$ cat config.mk
export PLATFORM = sky130hd
export DESIGN_NAME = cmc_report_shift
export DESIGN_NICKNAME = d
export VERILOG_FILES = /design/src/common/cmc_pkg.sv /design/src/logic/cmc_report_shift.sv
export VERILOG_INCLUDE_DIRS = /design/src /design/src/common
export SDC_FILE = /design/constraint.sdc
export NUM_CORES = 1
export LEC_CHECK = 0
export ABC_AREA = 1
export BUFFER_PORTS_ARGS = -buffer_cell sky130_fd_sc_hd__buf_4
export CAP_MARGIN = 20
export CORE_MARGIN = 4
export CORE_UTILIZATION = 30
export DETAILED_ROUTE_END_ITERATION = 8
export GPL_TIMING_DRIVEN = 0
export PLACE_DENSITY = 0.47
export SYNTH_ARGS = -nofsm -noshare
export SYNTH_HDL_FRONTEND = slang
export SYNTH_SLANG_ARGS = --single-unit
$ cat constraint.sdc
create_clock -name i_clk -period 1 [get_ports i_clk]
set_input_delay 0.1 -clock i_clk [delete_from_list [all_inputs] [get_ports i_clk]]
set_output_delay 0.1 -clock i_clk [all_outputs]
set_load 0.02 [all_outputs]
$ cat src/common/cmc_defines.svh
// Constants for the configuration memory check block.
`ifndef CMC_DEFINES_SVH
`define CMC_DEFINES_SVH
`define CMC_SIG_W          16
`define CMC_POLY           16'h8005
`define CMC_REPORT_W       46
`define CMC_LOC_W          14
`define CMC_REP_SYN_LSB    0
`define CMC_REP_BIT_LSB    16
`define CMC_REP_FRAME_LSB  30
`define CMC_REP_TYPE_LSB   44
`define CMC_TYPE_NONE      2'h0
`define CMC_TYPE_SINGLE    2'h1
`define CMC_TYPE_ADJACENT  2'h2
`define CMC_TYPE_UNKNOWN   2'h3
`define CMC_INJ_SINGLE     2'h1
`define CMC_INJ_ADJACENT   2'h2
`define CMC_GAP_TICKS      6'h20
`define CMC_FRAME_BITS_DEF 64
`define CMC_NUM_FRAMES_DEF 8
`define CMC_ED_DIV_DEF     2
`define CMC_STATUS_RST     1'h1
`endif

$ cat src/common/cmc_pkg.sv
// Types shared by the configuration memory check block.
package cmc_pkg;
	typedef enum logic [1:0] {
		CMC_IDLE,
		CMC_SCAN,
		CMC_SEARCH
	} cmc_state_t;
endpackage : cmc_pkg

$ cat src/logic/cmc_report_shift.sv
// Capture-and-shift register that unloads an error report serially.
`timescale 1ns/10ps
`default_nettype none
`include "cmc_defines.svh"
module cmc_report_shift
	import cmc_pkg::*;
#(
	parameter int W = `CMC_REPORT_W
) (
	// Clock and reset
	input  wire logic         i_clk,
	input  wire logic         i_rst,
	// Reader control
	input  wire logic         i_capture,
	input  wire logic         i_shift,
	// Report in, serial out
	input  wire logic [W-1:0] i_data,
	output logic              o_sout
);
	typedef struct packed {
		logic [W-1:0] sh;
	} cmc_rs_t;
	cmc_rs_t r_reg;
	cmc_rs_t r_next;

	// Capture wins over shift so a reader never unloads half of an old report.
	always_comb begin
		r_next = r_reg;
		if (i_capture) begin
			r_next.sh = i_data;
		end else if (i_shift) begin
			r_next.sh = {1'h0, r_reg.sh[W-1:1]};
		end
	end

	always_ff @(posedge i_clk) begin
		if (i_rst) begin
			r_reg <= '0;
		end else begin
			r_reg <= r_next;
		end
	end

	assign o_sout = r_reg.sh[0];
endmodule : cmc_report_shift
`default_nettype wire

==> results <==
- The layout has 889 filler cells.
- After synthesis the cells add up to 0.00249 mm2.
- The first-pass GRT wire length is 9.76 mm.
- The detailed router finished its first iteration with 60 violations.
- The initial antenna violation count came to 0.
- The maximum resistive drop on vdd is 0.432 mV.
- During placement, the flow inserted port buffers numbering 48.
- The number of flip-flops in the largest register is 46.
- After layout, the worst path uses 88.7% of the clock period.
- The slew at the pin closest to its max-slew limit is 400 ps.
- The post-CTS setup buffer count is 0.
- Yosys mapped the design onto 12 distinct sky130hd cell types.
- The number of failing hold endpoints at the final stage is 0.
- 51 I/O pins were placed.
- Relative to the synthesized area, the layout overhead comes to 23.3%.
- The flow ran to the end, and the final reports show no timing, DRC or antenna violations.
- Detailed placement finished with a half-perimeter wire length of 3.96 mm.
- The class of the tightest hold or removal check is primary input to flip-flop.
- The total design power is 3.94 mW.
- Hold timing on the final database bottoms out at a slack of 83.6 ps.
- The weighted congestion reported at the end of routability-driven placement is 0.704.
- The largest net degree at the start of global routing is 14.
- Counting every instance in the synthesized netlist gives 388.
- The root buffer cell is sky130_fd_sc_hd__clkbuf_8.
- The total count of max-transition violations in the final report is 0.
- Dividing the synthesized area by the synthesized cell count gives 6.42 um2.
- The effective utilization at floorplan is 31.6%.
- The synthesized design devotes to its leading area cell type 37.0% of total area.
- Setup violations remaining at the end of the flow were counted as 0.
- Max-cap violations in this run came to 0.
- The die covers 0.00982 mm2.
- At the worst endpoint, the required time is 900 ps.
- The leading register cell type out of synthesis is sky130_fd_sc_hd__dfxtp_1.
- The category of the critical setup timing path is flip-flop to output port.
- The number of buffers and inverters on the critical path is 1.
- The level count of the clock H-tree is 2.
- The TritonCTS clock tree is yes.
- After layout, the worst setup slack is 113 ps.
- The width of the die is 99.1 um.
- The total number of yosys warnings is 0.
- The number of remaining DRC errors is 0.
- The worst setup path is captured at an output port.
- The net count of the finished layout is 493.
- Cells with a size suffix above 1 make up 26.6% of the layout.
- The number of nets in the synthesized netlist is 438.
- The number of vias per cell is 4.21.
- The number of gates resized after CTS is 0.
- The clock latency on the worst-skew pair is 290 ps.
- Timing would allow up to 1130 MHz.
- The total grt overflow is 0.
- For this design, the sink count on the clock tree is 46.
- After clock tree synthesis, the clock-pin slew on the worst setup and hold paths is 80 ps.
- In the post-synthesis netlist, the biggest area contributors are sky130_fd_sc_hd__dfxtp_1 (37%), sky130_fd_sc_hd__nand2_1 (34%), sky130_fd_sc_hd__a21oi_2 (14%).
- The smallest clock period supported by the final layout is computed as 887 ps.
- Once layout is complete, the utilization of the core stands at 38.9%.
- Global routing used 11.9% of the available tracks across all layers.
- The cell with the most instances after synthesis is sky130_fd_sc_hd__nand2_1.
- The dominant cell type by area after synthesis is sky130_fd_sc_hd__dfxtp_1.
- The worst pin sits at a relative slew slack of 73.3%.
- The deepest clock path buffer count is 2.
- By count the netlist is led by sky130_fd_sc_hd__nand2_1 (223), sky130_fd_sc_hd__dfxtp_1 (46), sky130_fd_sc_hd__inv_1 (46).
- The power density over the cells is 1280 mW/mm2.
- The kind of cell with the highest combined delay on the critical path is flip-flops.
- The number of hold-repair buffers added at the cts stage is 0.
- Once detail routing completed, the nets flagged for antenna violations numbered 0.
- The library cell contributing the largest single delay on the critical path is sky130_fd_sc_hd__dfxtp_1.
- The via count of the first global-routing pass is 2,154.
- Walking the worst path, the cells encountered are buf_4.
- In the final routed layout, each cell accounts on average for 10.5 um.
- Setup repair after global routing left no endpoint under its margin.
- The cell area after layout is 0.00307 mm2.
- The first detailed-routing pass ran for 4 iterations.
- In this run, CTS created clock tree buffers numbering 5.
- 0 antenna diodes ended up in the layout.
- The async set-or-reset flop fraction in the synthesized netlist is 0%.
- Prior to clock tree synthesis, the placed netlist has a worst setup slack of -17.1 ps.
- After floorplanning, the core was sized to cover 0.00789 mm2.
- Yosys mapped a number of flops with a built-in enable equal to 0.
- The category of the worst setup path launch point is a flip-flop.
- The cell area after placement is 0.00298 mm2.
- The synthesized design contains 46 register bits.
- From bottom edge to top edge, the die measures 99.1 um.
- After detailed routing, the total wire length is 5.73 mm.
- After floorplanning, the core was divided into 32 placement rows.
- STA puts the critical path data arrival time at 790 ps.
- The largest incremental delay on the critical path is 350 ps.
- Between clock sinks in the finished design, the worst skew comes to 5.66 ps.
- The detailed router placed 2,297 vias in this run.
- The static power due to leakage is 1.58 nW.
- Along the worst path, the maximum fanout reaches 2.
- For this run, the register share of the synthesized area comes to 37.0%.
==> metrics by stage <==
stage / std cells / setup TNS (ps)
4_1_cts: 546 / 0
3_3_place_gp: 538 / -544
3_5_place_dp: 538 / -52.2
5_1_grt: 546 / 0
6_report: 546 / 0
2_1_floorplan: 388 / 0
==> cells by family (layout without fill, tap and decap cells) <==
kind of cell / after synthesis / count (layout) / share of synthesized area, %
simple gates: 228 / 228 / 34.9
buf+inv: 70 / 126 / 13.4
flops: 46 / 46 / 37.0
compound gates: 44 / 44 / 14.7
==> cells in the final DEF, fill, tap and decap left out, drive strengths merged <==
cell type	n
clkinv	1
buf	70
nor2	1
a21oi	44
nand3	4
inv	47
nand2	223
clkbuf	8
dfxtp	46
==> cell type report <==
type | count | area [um2] | share of cell area [%]
well taps | 102 | 128 | 4.16
clock inverters | 1 | 5.00 | 0.163
plain buffers | 23 | 158 | 5.14
repair buffers | 48 | 360 | 11.7
multi-input cells | 272 | 1230 | 40.2
clock buffers | 7 | 86.3 | 2.81
flip-flops and latches | 46 | 921 | 30.0
inverters | 47 | 176 | 5.75
==> path summary, 6_finish.rpt <==
| kind | endpoint | cells after the start | start | slack (ps) |
|---|---|---|---|---|
| hold / removal | r_reg[45] | 3 | i_data[45] | 80 |
| hold reg to reg | r_reg[45] | 2 | r_reg[45] | 470 |
| setup reg to reg | r_reg[1] | 4 | r_reg[2] | 320 |
| setup / recovery | o_sout | 1 | r_reg[0] | 110 |
==> metal layers <==
| metal | track usage, % | part of all wire [%] | vias to the layer above | wire [um] |
|---|---|---|---|---|
| met2 | 18.4 | 44 | 44 | 2540 |
| met4 | 3.47 | 1.1 | 0 | 65 |
| met1 | 16.7 | 50 | 993 | 2870 |
| met3 | 2.73 | 4.6 | 8 | 265 |
| li1 | - | - | 1252 | - |
| met5 | 0 | 0 | - | 0 |
==> power breakdown <==
group / switching [mW] / leakage (nW) / internal, mW / total (mW)
clock: 0.619 / 0.0482 / 0.559 / 1.18
combinational: 0.401 / 1.15 / 0.342 / 0.742
sequential: 0.0616 / 0.382 / 1.96 / 2.02
No activity file was read; power rests on OpenSTA's default activity.
